[src/pgs_pkg.sv]
// constants for the pin configuration and supply select block
`default_nettype none

package pgs_pkg;

	// ------------------------------------------------------------
	// register offsets
	// ------------------------------------------------------------
	localparam int          ADDR_W          = 9;
	localparam logic [8:0]  ADDR_PIN_CFG_01 = 9'h015;
	localparam logic [8:0]  ADDR_PIN_CFG_23 = 9'h016;
	localparam logic [8:0]  ADDR_PIN_CFG_4  = 9'h017;
	localparam logic [8:0]  ADDR_WAKE_SENSE = 9'h01c;
	localparam logic [8:0]  ADDR_MODE_BITS  = 9'h01d;
	localparam logic [8:0]  ADDR_OUT_FN_LO  = 9'h01e;
	localparam logic [8:0]  ADDR_OUT_FN_HI  = 9'h01f;
	localparam logic [8:0]  ADDR_BUCK_B     = 9'h020;
	localparam logic [8:0]  ADDR_BUCK_A     = 9'h021;
	localparam logic [7:0]  REG_RST         = 8'h00;

	// ------------------------------------------------------------
	// field positions
	// ------------------------------------------------------------
	localparam int NUM_PINS      = 5;
	localparam int CFG_NIB_W     = 4;
	localparam int CFG_FUNC_LSB  = 0;
	localparam int CFG_TYPE_BIT  = 2;
	localparam int CFG_WEN_BIT   = 3;
	localparam int OUT2_LSB      = 6;
	localparam int OUT1_LSB      = 3;
	localparam int OUT0_LSB      = 0;
	localparam int OUT4_LSB      = 3;
	localparam int OUT3_LSB      = 0;
	localparam int BK_VSRC_LSB   = 5;
	localparam int BK_CONF_BIT   = 3;
	localparam int BK_ESRC_LSB   = 1;
	localparam int BK_EN_BIT     = 0;

	// ------------------------------------------------------------
	// codes
	// ------------------------------------------------------------
	typedef enum logic [1:0] {
		PF_SPECIAL    = 2'b00,
		PF_INPUT      = 2'b01,
		PF_OPEN_DRAIN = 2'b10,
		PF_PUSH_PULL  = 2'b11
	} pgs_pin_fn_t;

	typedef enum logic [2:0] {
		OF_STATIC = 3'b000,
		OF_FAULT  = 3'b001,
		OF_CLK32  = 3'b010,
		OF_SEQ    = 3'b011,
		OF_FWD_4  = 3'b100,
		OF_FWD_5  = 3'b101,
		OF_FWD_6  = 3'b110,
		OF_FWD_7  = 3'b111
	} pgs_out_fn_t;

	localparam logic [1:0] SRC_SEQ  = 2'b00;
	localparam logic [2:0] DEB_NONE = 3'b000;

	// ------------------------------------------------------------
	// debounce timing
	// ------------------------------------------------------------
	localparam int unsigned CLK_MHZ    = 125;
	localparam int          DEB_CNT_W  = 27;
	localparam int unsigned DEB_T1_US  = 100;
	localparam int unsigned DEB_T2_US  = 1000;
	localparam int unsigned DEB_T3_US  = 10240;
	localparam int unsigned DEB_T4_US  = 51200;
	localparam int unsigned DEB_T5_US  = 256000;
	localparam int unsigned DEB_T6_US  = 512000;
	localparam int unsigned DEB_T7_US  = 1024000;
	localparam int unsigned DEB_CYC_1  = DEB_T1_US * CLK_MHZ;
	localparam int unsigned DEB_CYC_2  = DEB_T2_US * CLK_MHZ;
	localparam int unsigned DEB_CYC_3  = DEB_T3_US * CLK_MHZ;
	localparam int unsigned DEB_CYC_4  = DEB_T4_US * CLK_MHZ;
	localparam int unsigned DEB_CYC_5  = DEB_T5_US * CLK_MHZ;
	localparam int unsigned DEB_CYC_6  = DEB_T6_US * CLK_MHZ;
	localparam int unsigned DEB_CYC_7  = DEB_T7_US * CLK_MHZ;

endpackage

`default_nettype wire

[src/pgs_debounce.sv]
// single input debouncer with a run-time hold length
`default_nettype none

module pgs_debounce (
	input  wire logic                          i_clk_sys,
	input  wire logic                          i_sys_rst,
	input  wire logic                          i_enable,
	input  wire logic [pgs_pkg::DEB_CNT_W-1:0] i_limit,
	input  wire logic                          i_raw,
	output logic                               o_level
);

	logic [pgs_pkg::DEB_CNT_W-1:0] cnt_r;
	logic                          level_r;

	// ------------------------------------------------------------
	// hold counter
	// ------------------------------------------------------------
	// a new level is taken only after it stood for i_limit cycles
	always_ff @(posedge i_clk_sys) begin
		if (i_sys_rst) begin
			cnt_r   <= '0;
			level_r <= 1'b0;
		end else if (!i_enable) begin
			cnt_r   <= '0;
			level_r <= i_raw;
		end else if (i_raw == level_r) begin
			cnt_r <= '0;
		end else if (cnt_r >= i_limit - 1'b1) begin
			cnt_r   <= '0;
			level_r <= i_raw;
		end else begin
			cnt_r <= cnt_r + 1'b1;
		end
	end

	assign o_level = level_r;
endmodule

`default_nettype wire

[src/pgs_gpio_supply.sv]
// pin configuration, output function mux and buck supply select
// ------------------------------------------------------------
// Operation
// - per-pin bit picks edge (0) or level (1) wakeup, bits 4:0.
// - static output function drives the mode bit as pin value.
// - other output functions use the mode bit as polarity, 1 high.
// - on an input pin the mode bit turns debouncing on.
// - pin 2 function field 7:6: static, fault, 32 kHz, sequencer.
// - pin 4 function field 4:3 decodes the same way.
// - pin 1 field: 100 forwards input 0, 110 input 2, 111 input 3.
// - pin 0 field: 101, 110, 111 forward inputs 1, 2, 3.
// - pin 3 field: 100, 101, 110 forward inputs 0, 1, 2.
// - buck voltage source field 6:5: sequencer or input pin 1..3.
// - active edge selects first voltage, passive edge the second.
// - enable source 2:1; active edge enables, passive edge disables.
// - bit 3 marks a supply default or sequenced and kept on.
// - bit 0 requests the buck on; sequencer orders switching.
// - in dual-phase the second enable bit has no own effect.
// - type bit sets input active level, 1 high, 0 low.
// - pin function 01 input, 10 open-drain, 11 push-pull.
// - shared 3-bit debounce time from none up to 1024 ms.
// ------------------------------------------------------------
`default_nettype none

module pgs_gpio_supply #(
	parameter int unsigned DEB_CYC_1 = pgs_pkg::DEB_CYC_1,
	parameter int unsigned DEB_CYC_2 = pgs_pkg::DEB_CYC_2,
	parameter int unsigned DEB_CYC_3 = pgs_pkg::DEB_CYC_3,
	parameter int unsigned DEB_CYC_4 = pgs_pkg::DEB_CYC_4,
	parameter int unsigned DEB_CYC_5 = pgs_pkg::DEB_CYC_5,
	parameter int unsigned DEB_CYC_6 = pgs_pkg::DEB_CYC_6,
	parameter int unsigned DEB_CYC_7 = pgs_pkg::DEB_CYC_7
) (
	input  wire logic                       i_clk_sys,
	input  wire logic                       i_sys_rst,
	input  wire logic                       i_reg_wr,
	input  wire logic                       i_reg_rd,
	input  wire logic [pgs_pkg::ADDR_W-1:0] i_reg_addr,
	input  wire logic [7:0]                 i_reg_wdata,
	output logic      [7:0]                 o_reg_rdata,
	input  wire logic [2:0]                 i_debounce_sel,
	input  wire logic [4:0]                 i_pin_in,
	output logic      [4:0]                 o_pin_out,
	output logic      [4:0]                 o_pin_oe,
	output logic      [4:0]                 o_wake_req,
	input  wire logic                       i_supply_fault,
	input  wire logic                       i_clk_32k,
	input  wire logic [4:0]                 i_seq_pin_ctl,
	input  wire logic                       i_seq_volt_second_a,
	input  wire logic                       i_seq_volt_second_b,
	input  wire logic                       i_dual_phase,
	output logic                            o_buck_a_on,
	output logic                            o_buck_b_on,
	output logic                            o_buck_a_volt_second,
	output logic                            o_buck_b_volt_second,
	output logic                            o_buck_a_seq_config,
	output logic                            o_buck_b_seq_config
);

	// ------------------------------------------------------------
	// decode helpers
	// ------------------------------------------------------------
	function automatic logic pin_is_input(input logic [1:0] fn,
		input int idx);
		// code 00 on even pins is a dedicated input function
		return (fn == pgs_pkg::PF_INPUT) ||
			(fn == pgs_pkg::PF_SPECIAL && (idx % 2) == 0);
	endfunction

	// returns {valid, source index} for the forwarding codes 1xx
	function automatic logic [3:0] fwd_source(input int idx,
		input logic [2:0] code);
		logic [3:0] r;
		r = 4'h0;
		unique case (idx)
			1: case (code)
				3'b100:  r = 4'h8;
				3'b110:  r = 4'ha;
				3'b111:  r = 4'hb;
				default: r = 4'h0;
			endcase
			0: case (code)
				3'b101:  r = 4'h9;
				3'b110:  r = 4'ha;
				3'b111:  r = 4'hb;
				default: r = 4'h0;
			endcase
			3: case (code)
				3'b100:  r = 4'h8;
				3'b101:  r = 4'h9;
				3'b110:  r = 4'ha;
				default: r = 4'h0;
			endcase
			default: r = 4'h0;
		endcase
		return r;
	endfunction

	function automatic logic apply_pol(input logic val, input logic pol);
		return pol ? val : ~val;
	endfunction

	// ------------------------------------------------------------
	// register file
	// ------------------------------------------------------------
	logic [7:0] pin_cfg_r [3];
	logic [7:0] wake_sense_r;
	logic [7:0] mode_bits_r;
	logic [7:0] out_fn_lo_r;
	logic [7:0] out_fn_hi_r;
	logic [7:0] buck_r [2];
	logic [7:0] rdata_r;

	logic [1:0] en_evt;
	logic [1:0] en_val;

	always_ff @(posedge i_clk_sys) begin
		if (i_sys_rst) begin
			for (int k = 0; k < 3; k++) begin
				pin_cfg_r[k] <= pgs_pkg::REG_RST;
			end
			wake_sense_r <= pgs_pkg::REG_RST;
			mode_bits_r  <= pgs_pkg::REG_RST;
			out_fn_lo_r  <= pgs_pkg::REG_RST;
			out_fn_hi_r  <= pgs_pkg::REG_RST;
		end else if (i_reg_wr) begin
			unique case (i_reg_addr)
				pgs_pkg::ADDR_PIN_CFG_01: pin_cfg_r[0] <= i_reg_wdata;
				pgs_pkg::ADDR_PIN_CFG_23: pin_cfg_r[1] <= i_reg_wdata;
				pgs_pkg::ADDR_PIN_CFG_4:  pin_cfg_r[2] <= i_reg_wdata;
				pgs_pkg::ADDR_WAKE_SENSE: wake_sense_r <= i_reg_wdata;
				pgs_pkg::ADDR_MODE_BITS:  mode_bits_r  <= i_reg_wdata;
				pgs_pkg::ADDR_OUT_FN_LO:  out_fn_lo_r  <= i_reg_wdata;
				pgs_pkg::ADDR_OUT_FN_HI:  out_fn_hi_r  <= i_reg_wdata;
				default: ;
			endcase
		end
	end

	// a pin event in the same cycle as a host write wins the enable bit
	always_ff @(posedge i_clk_sys) begin
		if (i_sys_rst) begin
			buck_r[0] <= pgs_pkg::REG_RST;
			buck_r[1] <= pgs_pkg::REG_RST;
		end else begin
			for (int b = 0; b < 2; b++) begin
				if (i_reg_wr && i_reg_addr == (b == 0 ?
					pgs_pkg::ADDR_BUCK_A : pgs_pkg::ADDR_BUCK_B)) begin
					buck_r[b] <= i_reg_wdata;
				end
				if (en_evt[b]) begin
					buck_r[b][pgs_pkg::BK_EN_BIT] <= en_val[b];
				end
			end
		end
	end

	always_ff @(posedge i_clk_sys) begin
		if (i_sys_rst) begin
			rdata_r <= pgs_pkg::REG_RST;
		end else if (i_reg_rd) begin
			unique case (i_reg_addr)
				pgs_pkg::ADDR_PIN_CFG_01: rdata_r <= pin_cfg_r[0];
				pgs_pkg::ADDR_PIN_CFG_23: rdata_r <= pin_cfg_r[1];
				pgs_pkg::ADDR_PIN_CFG_4:  rdata_r <= pin_cfg_r[2];
				pgs_pkg::ADDR_WAKE_SENSE: rdata_r <= wake_sense_r;
				pgs_pkg::ADDR_MODE_BITS:  rdata_r <= mode_bits_r;
				pgs_pkg::ADDR_OUT_FN_LO:  rdata_r <= out_fn_lo_r;
				pgs_pkg::ADDR_OUT_FN_HI:  rdata_r <= out_fn_hi_r;
				pgs_pkg::ADDR_BUCK_B:     rdata_r <= buck_r[1];
				pgs_pkg::ADDR_BUCK_A:     rdata_r <= buck_r[0];
				default:                  rdata_r <= 8'h00;
			endcase
		end
	end

	assign o_reg_rdata = rdata_r;

	// ------------------------------------------------------------
	// per-pin fields
	// ------------------------------------------------------------
	logic [1:0] pin_fn   [5];
	logic [2:0] out_fn   [5];
	logic [4:0] act_lvl;
	logic [4:0] wen_n;
	logic [4:0] is_in;
	logic [4:0] deb_lvl;
	logic [4:0] deb_en;
	logic [4:0] act;

	always_comb begin
		for (int i = 0; i < pgs_pkg::NUM_PINS; i++) begin
			pin_fn[i]  = pin_cfg_r[i / 2][(i % 2) * pgs_pkg::CFG_NIB_W
				+ pgs_pkg::CFG_FUNC_LSB +: 2];
			act_lvl[i] = pin_cfg_r[i / 2][(i % 2) * pgs_pkg::CFG_NIB_W
				+ pgs_pkg::CFG_TYPE_BIT];
			wen_n[i]   = pin_cfg_r[i / 2][(i % 2) * pgs_pkg::CFG_NIB_W
				+ pgs_pkg::CFG_WEN_BIT];
			is_in[i]   = pin_is_input(pin_fn[i], i);
			deb_en[i]  = is_in[i] && mode_bits_r[i]
				&& i_debounce_sel != pgs_pkg::DEB_NONE;
			act[i]     = ~(deb_lvl[i] ^ act_lvl[i]);
		end
		out_fn[0] = out_fn_lo_r[pgs_pkg::OUT0_LSB +: 3];
		out_fn[1] = out_fn_lo_r[pgs_pkg::OUT1_LSB +: 3];
		out_fn[2] = {1'b0, out_fn_lo_r[pgs_pkg::OUT2_LSB +: 2]};
		out_fn[3] = out_fn_hi_r[pgs_pkg::OUT3_LSB +: 3];
		out_fn[4] = {1'b0, out_fn_hi_r[pgs_pkg::OUT4_LSB +: 2]};
	end

	// ------------------------------------------------------------
	// debounce
	// ------------------------------------------------------------
	logic [pgs_pkg::DEB_CNT_W-1:0] deb_limit;

	always_comb begin
		unique case (i_debounce_sel)
			3'b001:  deb_limit = pgs_pkg::DEB_CNT_W'(DEB_CYC_1);
			3'b010:  deb_limit = pgs_pkg::DEB_CNT_W'(DEB_CYC_2);
			3'b011:  deb_limit = pgs_pkg::DEB_CNT_W'(DEB_CYC_3);
			3'b100:  deb_limit = pgs_pkg::DEB_CNT_W'(DEB_CYC_4);
			3'b101:  deb_limit = pgs_pkg::DEB_CNT_W'(DEB_CYC_5);
			3'b110:  deb_limit = pgs_pkg::DEB_CNT_W'(DEB_CYC_6);
			3'b111:  deb_limit = pgs_pkg::DEB_CNT_W'(DEB_CYC_7);
			default: deb_limit = pgs_pkg::DEB_CNT_W'(1);
		endcase
	end

	for (genvar g = 0; g < pgs_pkg::NUM_PINS; g++) begin : g_deb
		pgs_debounce u_deb (
			.i_clk_sys (i_clk_sys),
			.i_sys_rst (i_sys_rst),
			.i_enable  (deb_en[g]),
			.i_limit   (deb_limit),
			.i_raw     (i_pin_in[g]),
			.o_level   (deb_lvl[g])
		);
	end

	// ------------------------------------------------------------
	// transitions and wakeup
	// ------------------------------------------------------------
	// edges are held off until the debouncers have seen the pins
	logic [1:0] warm_r;
	logic [4:0] act_prev_r;
	logic [4:0] act_rise;
	logic [4:0] act_fall;
	logic [4:0] wake_r;

	always_ff @(posedge i_clk_sys) begin
		if (i_sys_rst) begin
			warm_r     <= 2'h0;
			act_prev_r <= 5'h00;
		end else begin
			warm_r     <= {warm_r[0], 1'b1};
			act_prev_r <= act;
		end
	end

	assign act_rise = {5{warm_r[1]}} & is_in & act & ~act_prev_r;
	assign act_fall = {5{warm_r[1]}} & is_in & ~act & act_prev_r;

	always_ff @(posedge i_clk_sys) begin
		if (i_sys_rst) begin
			wake_r <= 5'h00;
		end else begin
			for (int i = 0; i < pgs_pkg::NUM_PINS; i++) begin
				wake_r[i] <= is_in[i] && !wen_n[i] &&
					(wake_sense_r[i] ? act[i] : act_rise[i]);
			end
		end
	end

	assign o_wake_req = wake_r;

	// ------------------------------------------------------------
	// output function mux
	// ------------------------------------------------------------
	logic [4:0] pin_out_r;
	logic [4:0] pin_oe_r;
	logic [4:0] drv;

	always_comb begin
		logic [3:0] src;
		src = 4'h0;
		for (int i = 0; i < pgs_pkg::NUM_PINS; i++) begin
			src = fwd_source(i, out_fn[i]);
			unique case (out_fn[i])
				pgs_pkg::OF_STATIC: drv[i] = mode_bits_r[i];
				pgs_pkg::OF_FAULT:  drv[i] =
					apply_pol(i_supply_fault, mode_bits_r[i]);
				pgs_pkg::OF_CLK32:  drv[i] =
					apply_pol(i_clk_32k, mode_bits_r[i]);
				pgs_pkg::OF_SEQ:    drv[i] =
					apply_pol(i_seq_pin_ctl[i], mode_bits_r[i]);
				// reserved codes park the pin at its inactive level
				default: drv[i] = src[3] ?
					apply_pol(act[src[2:0]], mode_bits_r[i])
					: ~mode_bits_r[i];
			endcase
			// pin 2 push-pull is the dedicated low-active fault output
			if (i == 2 && pin_fn[i] == pgs_pkg::PF_PUSH_PULL) begin
				drv[i] = ~i_supply_fault;
			end
		end
	end

	always_ff @(posedge i_clk_sys) begin
		if (i_sys_rst) begin
			pin_out_r <= 5'h00;
			pin_oe_r  <= 5'h00;
		end else begin
			for (int i = 0; i < pgs_pkg::NUM_PINS; i++) begin
				unique case (pin_fn[i])
					pgs_pkg::PF_PUSH_PULL: begin
						pin_out_r[i] <= drv[i];
						pin_oe_r[i]  <= 1'b1;
					end
					pgs_pkg::PF_OPEN_DRAIN: begin
						pin_out_r[i] <= 1'b0;
						pin_oe_r[i]  <= ~drv[i];
					end
					default: begin
						pin_out_r[i] <= 1'b0;
						pin_oe_r[i]  <= 1'b0;
					end
				endcase
			end
		end
	end

	assign o_pin_out = pin_out_r;
	assign o_pin_oe  = pin_oe_r;

	// ------------------------------------------------------------
	// buck enable and voltage select
	// ------------------------------------------------------------
	logic [1:0] volt_second_r;
	logic       buck_b_on_r;
	logic [1:0] vsrc [2];
	logic [1:0] esrc [2];
	logic [1:0] v_rise;
	logic [1:0] v_fall;

	always_comb begin
		for (int b = 0; b < 2; b++) begin
			vsrc[b]   = buck_r[b][pgs_pkg::BK_VSRC_LSB +: 2];
			esrc[b]   = buck_r[b][pgs_pkg::BK_ESRC_LSB +: 2];
			en_evt[b] = esrc[b] != pgs_pkg::SRC_SEQ &&
				(act_rise[esrc[b]] || act_fall[esrc[b]]);
			en_val[b] = act_rise[esrc[b]];
			v_rise[b] = vsrc[b] != pgs_pkg::SRC_SEQ && act_rise[vsrc[b]];
			v_fall[b] = vsrc[b] != pgs_pkg::SRC_SEQ && act_fall[vsrc[b]];
		end
	end

	always_ff @(posedge i_clk_sys) begin
		if (i_sys_rst) begin
			volt_second_r <= 2'h0;
		end else begin
			if (vsrc[0] == pgs_pkg::SRC_SEQ) begin
				volt_second_r[0] <= i_seq_volt_second_a;
			end else if (v_rise[0] || v_fall[0]) begin
				volt_second_r[0] <= v_fall[0];
			end
			if (vsrc[1] == pgs_pkg::SRC_SEQ) begin
				volt_second_r[1] <= i_seq_volt_second_b;
			end else if (v_rise[1] || v_fall[1]) begin
				volt_second_r[1] <= v_fall[1];
			end
		end
	end

	// second converter follows the first while they share phases
	always_ff @(posedge i_clk_sys) begin
		if (i_sys_rst) begin
			buck_b_on_r <= 1'b0;
		end else begin
			buck_b_on_r <= i_dual_phase ?
				buck_r[0][pgs_pkg::BK_EN_BIT] :
				buck_r[1][pgs_pkg::BK_EN_BIT];
		end
	end

	// on requests go to the sequencer, which applies the priority order
	assign o_buck_a_on          = buck_r[0][pgs_pkg::BK_EN_BIT];
	assign o_buck_b_on          = buck_b_on_r;
	assign o_buck_a_volt_second = volt_second_r[0];
	assign o_buck_b_volt_second = volt_second_r[1];
	assign o_buck_a_seq_config  = buck_r[0][pgs_pkg::BK_CONF_BIT];
	assign o_buck_b_seq_config  = buck_r[1][pgs_pkg::BK_CONF_BIT];
endmodule

`default_nettype wire

[config.mk]
export PLATFORM = sky130hd
export DESIGN_NAME = pgs_gpio_supply
export DESIGN_NICKNAME = d
export VERILOG_FILES = /design/src/pgs_pkg.sv /design/src/pgs_debounce.sv /design/src/pgs_gpio_supply.sv
export SDC_FILE = /design/constraint.sdc
export NUM_CORES = 1
export LEC_CHECK = 0
export ABC_CLOCK_PERIOD_IN_PS = 15700
export BUFFER_PORTS_ARGS = -buffer_cell sky130_fd_sc_hd__buf_2
export CAP_MARGIN = 20
export CORE_ASPECT_RATIO = 1.25
export CORE_MARGIN = 2
export CORE_UTILIZATION = 65
export CTS_CLUSTER_SIZE = 20
export DETAILED_ROUTE_END_ITERATION = 10
export HOLD_SLACK_MARGIN = 0.12
export PLACE_DENSITY = 0.9
export SLEW_MARGIN = 0
export SYNTH_ARGS = -nofsm -noshare
export SYNTH_HDL_FRONTEND = slang
export SYNTH_SLANG_ARGS = --single-unit
[constraint.sdc]
create_clock -name i_clk_sys -period 15.7 [get_ports i_clk_sys]
set_clock_uncertainty 0.1 [all_clocks]
set_input_delay 3.14 -clock i_clk_sys [delete_from_list [all_inputs] [get_ports i_clk_sys]]
set_output_delay 3.14 -clock i_clk_sys [all_outputs]
set_load 0.03 [all_outputs]
==> results of run 1 <==
[synthesized netlist by cell type, drive strengths merged (9+ instances only)]
cell type,n
a211oi,16
a21o,23
a21oi,89
and2,28
and3,30
and4,13
buf,25
clkbuf,28
dfxtp,205
edfxtp,40
ha,136
inv,31
mux2i,43
nand2,126
nand2b,21
nand3,111
nand4,33
nor2,221
nor2b,17
nor3,26
o211ai,9
o21ai,57
xnor2,71
xor2,89
[cell usage in the layout, fill, tap and decap left out, types with 6 or more instances in the layout]
| cell | instances |
|---|---|
| nor2b_1 | 17 |
| ha_1 | 136 |
| nor4_1 | 8 |
| buf_2 | 68 |
| xnor2_1 | 71 |
| and4b_1 | 8 |
| xor2_1 | 88 |
| dfxtp_1 | 205 |
| o221ai_1 | 6 |
| edfxtp_1 | 40 |
| o21ai_0 | 53 |
| nor2_1 | 220 |
| nand2b_1 | 21 |
| inv_1 | 31 |
| clkbuf_1 | 11 |
| a31oi_1 | 6 |
| o211ai_1 | 8 |
| a211oi_1 | 16 |
| buf_4 | 11 |
| nand2_1 | 126 |
| and3_1 | 30 |
| a21oi_1 | 89 |
| nand3_1 | 111 |
| a21o_1 | 23 |
| nand4_1 | 33 |
| mux2_2 | 7 |
| and4_1 | 13 |
| mux2i_1 | 43 |
| o311ai_0 | 6 |
| clkbuf_16 | 25 |
| and2_1 | 28 |
| nor3_1 | 22 |
| maj3_1 | 6 |
| o22ai_1 | 7 |
[sequential cells by signal, summed over array words and instances, names as in the netlist]
signal / count
wake_sense_r: 8
o_pin_oe: 5
g_deb.u_deb.o_level: 5
buck_r: 16
o_buck_b_on: 1
mode_bits_r: 8
pin_cfg_r: 24
o_reg_rdata: 8
act_prev_r: 5
out_fn_hi_r: 8
out_fn_lo_r: 8
o_wake_req: 5
o_pin_out: 5
g_deb.u_deb.cnt_r: 135
warm_r: 2
volt_second_r: 2
[per-layer routing]
layer	up-vias	part of all wire	track usage
met2	619	0.48	0.569
li1	5896	-	-
met4	2	0.077	0.235
met3	214	0.071	0.0548
met5	-	0.00030	0
met1	6006	0.37	0.363
[worst max-delay path: stages]
cell,delay [ns]
buf_2,0.34
inv_1,0.23
ha_1,0.30
or3_1,0.58
a21oi_1,0.71
inv_1,0.35
ha_1,0.36
nand2b_1,0.14
a211o_1,0.28
a211oi_1,0.27
o21ai_0,0.18
and4_1,0.27
o31a_1,0.55
nor4bb_1,0.38
[final cells by class]
type | instances | area (um^2) | share of cell area
Clock buffer | 41 | 736 | 0.0467
Clock inverter | 5 | 51.3 | 0.00326
Inverter | 31 | 116 | 0.00739
Multi-Input combinational cell | 1284 | 8740 | 0.555
Sequential cell | 245 | 5310 | 0.337
Tap cell | 283 | 354 | 0.0225
Timing Repair Buffer | 81 | 445 | 0.0283
[power breakdown]
group	leakage, nW	internal, mW	switching [mW]
combinational	3.79	0.0450	0.0934
clock	0.383	0.335	0.251
sequential	2.05	0.646	0.00807
[per-stage QoR]
stage | instance area [um^2] | power (mW) | setup WS, ns | std cells | hold WS [ns]
after floorplan | 14400 | 0.751 | 8.34 | 1613 | 0.314
after global placement | 14900 | 0.794 | 7.68 | 1921 | 0.322
after detailed placement | 14900 | 0.801 | 7.55 | 1921 | 0.345
after CTS | 15700 | 1.38 | 8.08 | 1967 | 0.356
after global routing | 15700 | 1.41 | 7.77 | 1970 | 0.364
final | 15700 | 1.38 | 7.95 | 1970 | 0.351
[worst paths after layout]
kind | cells after the start | startpoint | end | slack (ns)
hold reg to reg | 1 | warm_r[0]$_DFF_P_ | warm_r[1]$_SDFF_PP0_ | 0.35
setup reg to reg | 9 | g_deb[0].u_deb.cnt_r[0]$_SDFF_PP0_ | g_deb[0].u_deb.cnt_r[11]$_SDFF_PP0_ | 12.63
setup / recovery | 14 | i_debounce_sel[1] | g_deb[0].u_deb.cnt_r[11]$_SDFF_PP0_ | 7.95
hold / removal | 1 | warm_r[0]$_DFF_P_ | warm_r[1]$_SDFF_PP0_ | 0.35
[cell families (layout without fill, tap and decap cells)]
| logic type | count (synthesis) | in the layout | synth area share |
|---|---|---|---|
| AND/OR/NAND/NOR | 666 | 666 | 0.227 |
| XOR/XNOR | 161 | 161 | 0.0998 |
| buffers and inverters | 84 | 158 | 0.0281 |
| adder cells (fa/ha/maj) | 142 | 142 | 0.122 |
| AO/OA/AOI/OAI | 262 | 262 | 0.116 |
| multiplexers | 53 | 53 | 0.0399 |
| flip-flops | 245 | 245 | 0.367 |
==> out/metrics.csv, run 1 <==
stage,metric,value,unit
die,initial core utilization,0.655,
worst_setup_path,worst path required time,16.05,ns
worst_setup_path,endpoint class of the critical path,flop,
clocking,clock net sink count,245,
sta,period utilization,0.494,
worst_hold_path,Worst Hold Class,flop to flop,
clocking,CTS tree,yes,
sta,FMAX,0.129,GHz
synth,Post-Syn Instances,1613,
synth,Synth Flop Type,dfxtp_1,
die,I/O pin total,68,
sta,final hold viol count,0,
global_routing,initial antenna violation count,1,
clocking,Clock Path Buffers,3,
final_layout,number of nets in the layout,1843,
power_and_ir_drop,static leakage,6.22,nW
die,die area,0.0234,mm^2
power_and_ir_drop,PD cells,87.6,mW/mm^2
die,Die W,137,um
power_and_ir_drop,Peak VDD IR,0.0000966,V
clocking,setup bufs post-CTS,0,
final_layout,number of antenna diodes,0,
sta,Worst Max-Slew Pin Slew,1.14,ns
detailed_routing,Via density,6.47,
synth,share of synthesized flip-flops with an asynchronous set or reset,0,
detailed_routing,DR WL/cell,20.0,um
synth,Netlist cell types,72,
die,Die H,171,um
detailed_routing,DR iter-0 viols,1182,
clocking,# H-tree levels,1,
synth,Post-synth EDFFs,40,
synth,Area contributors post-synth,"dfxtp_1, ha_1, edfxtp_1",
worst_setup_path,CP arrival,8.10,ns
sta,Final setup viols,0,
sta,Worst slew margin,0.240,
sta,setup tns final,0,ns
detailed_routing,DR DRC count,0,
global_routing,global route overflow,0,
sta,max-slew violation count,0,
sta,Final min period,7.75,ns
synth,Syn Nets,1788,
detailed_routing,via count,12700,
status,status,finished clean,
synth,Seq cells post-synth,245,
clocking,CTS Buf Count,25,
synth,Synth warnings,0,
global_routing,largest net degree at the start of global routing,64,
global_routing,vias in the first global route,12500,
die,CORE AREA,0.0221,mm^2
place,IO Port Bufs,67,
clocking,clock root buffer,clkbuf_16,
sta,RSZ-0062 raised after global routing,false,
global_routing,Total Routing Usage GR,0.329,
place,Final HPWL DP,28500,um
final_layout,ratio of cells with drive above 1 in the final layout,0.0836,
synth,Synth area leader,dfxtp_1,
die,num rows,61,
detailed_routing,routed wire length,39400,um
detailed_routing,drt pass-1 iters,6,
place,Placer Congestion,0.967,
synth,Post-Syn Area,0.0144,mm^2
global_routing,first-pass GRT wire length,61200,um
worst_setup_path,WS Path Type,input port to flop,
clocking,CTS Hold Buffers Added,0,
clocking,Clock Latency Late Sink,0.55,ns
final_layout,Fillers,1597,
run,max_cap viols,0,
worst_setup_path,CP max FO,28,
final_layout,Layout area overhead,8.97,%
clocking,clock slew at reported path FFs,0.06,ns
clocking,post_cts resized,0,
synth,average cell area after synthesis,8.96,um^2
detailed_routing,Final ANT Viol Nets,0,
worst_setup_path,Startpoint Class,input port,
final_layout,post-layout util,0.714,
synth,"Seq/Total Area, Yosys",0.367,
synth,Synth top area share,0.284,
No activity file was read; power rests on OpenSTA's default activity.
==> inputs of run 2 (changes only) <==
ABC_CLOCK_PERIOD_IN_PS = 7500   (was 15700)
CORE_UTILIZATION = 62   (was 65)
PLACE_DENSITY = 0.86   (was 0.9)
clock period = 7.5 ns   (was 15.7 ns; I/O delays follow)
==> run 2 against run 1 <==
Net effect:
- via count fell by 2.5%
- register-to-register slack got worse by 8.1 ns
- total power rose by 110%
- first-iteration DRC count fell by 18%
- sequential power rose by 110%
- cell area rose by 0.21%
- non-clock buffer count rose by 5
- utilization fell by 2.7 points
- worst hold slack improved by 0.0061 ns
- worst setup slack got worse by 6.1 ns
- die area rose by 4.7%
- critical path type unchanged
- largest cell class unchanged
- highest routed layer is now met4
==> out/metrics.csv, run 2 (same netlist as run 1, synthesis figures left out) <==
stage,metric,value,unit,change
worst_setup_path,CP arrival,6.05,ns,-2.05 ns
worst_setup_path,CP Cell Sequence,"buf_2, inv_1, ha_1, or3_1, a32oi_1, xor2_1, ha_1, a21oi_1, nor2_1, a211oi_1, a211oi_1, a21o_1, a2111o_1, nor2_1",,
final_layout,Top reg by flops,g_deb.u_deb.cnt_r,,
worst_setup_path,FF-to-FF path depth,6,,-3
sta,RSZ-0062 raised after global routing,false,,
die,die area,0.0245,mm^2,+4.7%
worst_setup_path,CP startpoint,i_debounce_sel[2],,
worst_setup_path,WS Path Type,input port to flop,,
clocking,CTS Buf Count,25,,unchanged
detailed_routing,DR DRC count,0,,unchanged
detailed_routing,via count,12400,,-2.5%
worst_setup_path,CP max FO,30,,+7.1%
die,num rows,62,,+1.6%
place,Placer Congestion,0.972,,+0.51%
worst_setup_path,worst path required time,7.85,ns,-8.20 ns
clocking,CTS tree,yes,,
worst_setup_path,r2r setup slk,4.55,ns,-8.08 ns
final_layout,final non-filler cell total,1981,,+0.56%
power_and_ir_drop,PD cells,181,mW/mm^2,+110%
sta,Worst slew margin,0.254,,+0.0139
sta,Final setup viols,0,,unchanged
final_layout,Layout area overhead,9.20,%,
power_and_ir_drop,static leakage,6.24,nW,+0.31%
clocking,post_cts resized,0,,unchanged
detailed_routing,DR iter-0 viols,971,,-18%
run,max_cap viols,0,,unchanged
global_routing,largest net degree at the start of global routing,59,,-7.8%
sta,Final min period,5.70,ns,
sta,final hold viol count,0,,unchanged
detailed_routing,DR WL/cell,19.6,um,-2.0%
sta,max-slew violation count,0,,unchanged
final_layout,ratio of cells with drive above 1 in the final layout,0.0887,,+0.00507
final_layout,"leading cell type in the layout, fill and taps excluded",nor2_1,,
place,total placed cells including tap cells,1929,,+0.42%
worst_setup_path,RR Endpoint,g_deb[1].u_deb.cnt_r[11]$_SDFF_PP0_,,
power_and_ir_drop,Peak VDD IR,0.000207,V,+110%
place,IO Port Bufs,67,,unchanged
clocking,clock net sink count,245,,unchanged
worst_setup_path,Critical Path End,g_deb[1].u_deb.cnt_r[11]$_SDFF_PP0_,,
die,Die H,175,um,+2.3%
worst_setup_path,Slowest Stage Delay on Critical Path,0.75,ns,+0.04 ns
sta,period utilization,0.759,,
worst_setup_path,Startpoint Class,input port,,
detailed_routing,drt pass-1 iters,8,,+2
worst_setup_path,reg2reg start,pin_cfg_r[0][5]$_DFFE_PP_,,
place,DP Area,0.0150,mm^2,+0.19%
die,I/O pin total,68,,unchanged
final_layout,Largest regs,"g_deb.u_deb.cnt_r: 135 flops, pin_cfg_r: 24 flops, buck_r: 16 flops",,
worst_setup_path,endpoint class of the critical path,flop,,
clocking,Clock Latency Late Sink,0.54,ns,about the same
worst_setup_path,Buf/Inv on CP,2,,-1
final_layout,number of nets in the layout,1848,,+0.27%
final_layout,max FFs per register,135,,unchanged
clocking,setup bufs post-CTS,0,,unchanged
place,Final HPWL DP,28600,um,+0.24%
worst_hold_path,Worst Hold Class,flop to flop,,
final_layout,Layout Cell Area excl Fill,0.0158,mm^2,+0.21%
sta,Worst Max-Slew Pin Slew,1.12,ns,-0.0208 ns
worst_setup_path,CP max stage cell,a2111o_1,,
power_and_ir_drop,Total Power,2.86,mW,+110%
clocking,CTS Hold Buffers Added,0,,unchanged
clocking,clock slew at reported path FFs,0.06,ns,about the same
worst_setup_path,Crit path max-delay family,compound AO/OA/AOI/OAI gates,,
clocking,Clock Path Buffers,3,,unchanged
detailed_routing,routed wire length,38900,um,-1.5%
status,status,finished clean,,
global_routing,first-pass GRT wire length,62000,um,+1.2%
die,Die W,141,um,+2.3%
clocking,# H-tree levels,1,,unchanged
global_routing,initial antenna violation count,2,,+1
sta,FMAX,0.176,GHz,
die,CORE AREA,0.0230,mm^2,+4.1%
clocking,clock root buffer,clkbuf_16,,
global_routing,vias in the first global route,12100,,-2.8%
detailed_routing,Final ANT Viol Nets,0,,unchanged
sta,WHS,0.357,ns,+0.00612 ns
die,initial core utilization,0.629,,-0.0258
final_layout,"commonest non-fill, non-tap cells in the layout","nor2_1, dfxtp_1, ha_1, nand2_1, nand3_1",,
detailed_routing,Via density,6.27,,-3.1%
sta,setup tns final,0,ns,unchanged
worst_setup_path,CP Depth,14,,unchanged
global_routing,global route overflow,0,,unchanged
global_routing,Total Routing Usage GR,0.313,,-0.0162
==> run 2: changes by cell type in the layout (fill, tap and decap cells not counted), sizes merged <==
cell,change
clkinv,+8
clkinvlp,+2
buf,+5
clkbuf,-10
diode,+1
==> run 2: area by class of cell <==
class                   count  area, um^2
clock buffers              31         668
inverters                  31         116
clock inverters            15         106
fillers                  1782        7180
flip-flops and latches    245        5310
repair buffers             86         482
multi-input cells        1284        8740
diodes                      1        2.50
well taps                 288         360
==> run 2: worst min-delay path by stage <==
stage                                       startpoint                           end  slack [ns]  cells past startpoint
after floorplan                      warm_r[0]$_DFF_P_          warm_r[1]$_SDFF_PP0_        0.31                      1
after global placement               warm_r[0]$_DFF_P_          warm_r[1]$_SDFF_PP0_        0.33                      1
after detailed placement             warm_r[0]$_DFF_P_          warm_r[1]$_SDFF_PP0_        0.34                      1
after CTS                            warm_r[0]$_DFF_P_          warm_r[1]$_SDFF_PP0_        0.35                      1
after global routing      wake_sense_r[5]$_SDFFE_PP0P_  wake_sense_r[5]$_SDFFE_PP0P_        0.37                      2
final                     wake_sense_r[6]$_SDFFE_PP0P_  wake_sense_r[6]$_SDFFE_PP0P_        0.36                      2
==> run 2: routing by layer <==
metal  GRT usage  wire, um  vias to the layer above
met2       0.551     18900                      495
met1       0.359     15100                     5869
met5           0         0                        -
met4       0.191      2590                        0
met3      0.0441      2250                      160
li1            -         -                     5893
==> run 2: through the flow <==
stage,worst slack [ns],utilization
final,1.80,0.687
after global routing,1.42,0.687
after CTS,1.77,0.685
after detailed placement,1.25,0.651
after global placement,1.35,0.651
after floorplan,1.78,-
==> run 2: worst reg2reg max path, cell delays in order (launching register included) <==
cell      delay [ns]
edfxtp_1        0.48
nand2b_1        0.29
or4b_2          0.68
a21oi_1         0.19
o21ai_1         0.11
a2111o_1        0.78
nor2_1          0.23
==> run 2: power by group <==
group          switching (mW)  internal (mW)  leakage, nW  total, mW
Clock                   0.533          0.667        0.378       1.20
Combinational           0.192         0.0955         3.81      0.288
Sequential             0.0171           1.35         2.05       1.37
Total                   0.742           2.12         6.24       2.86
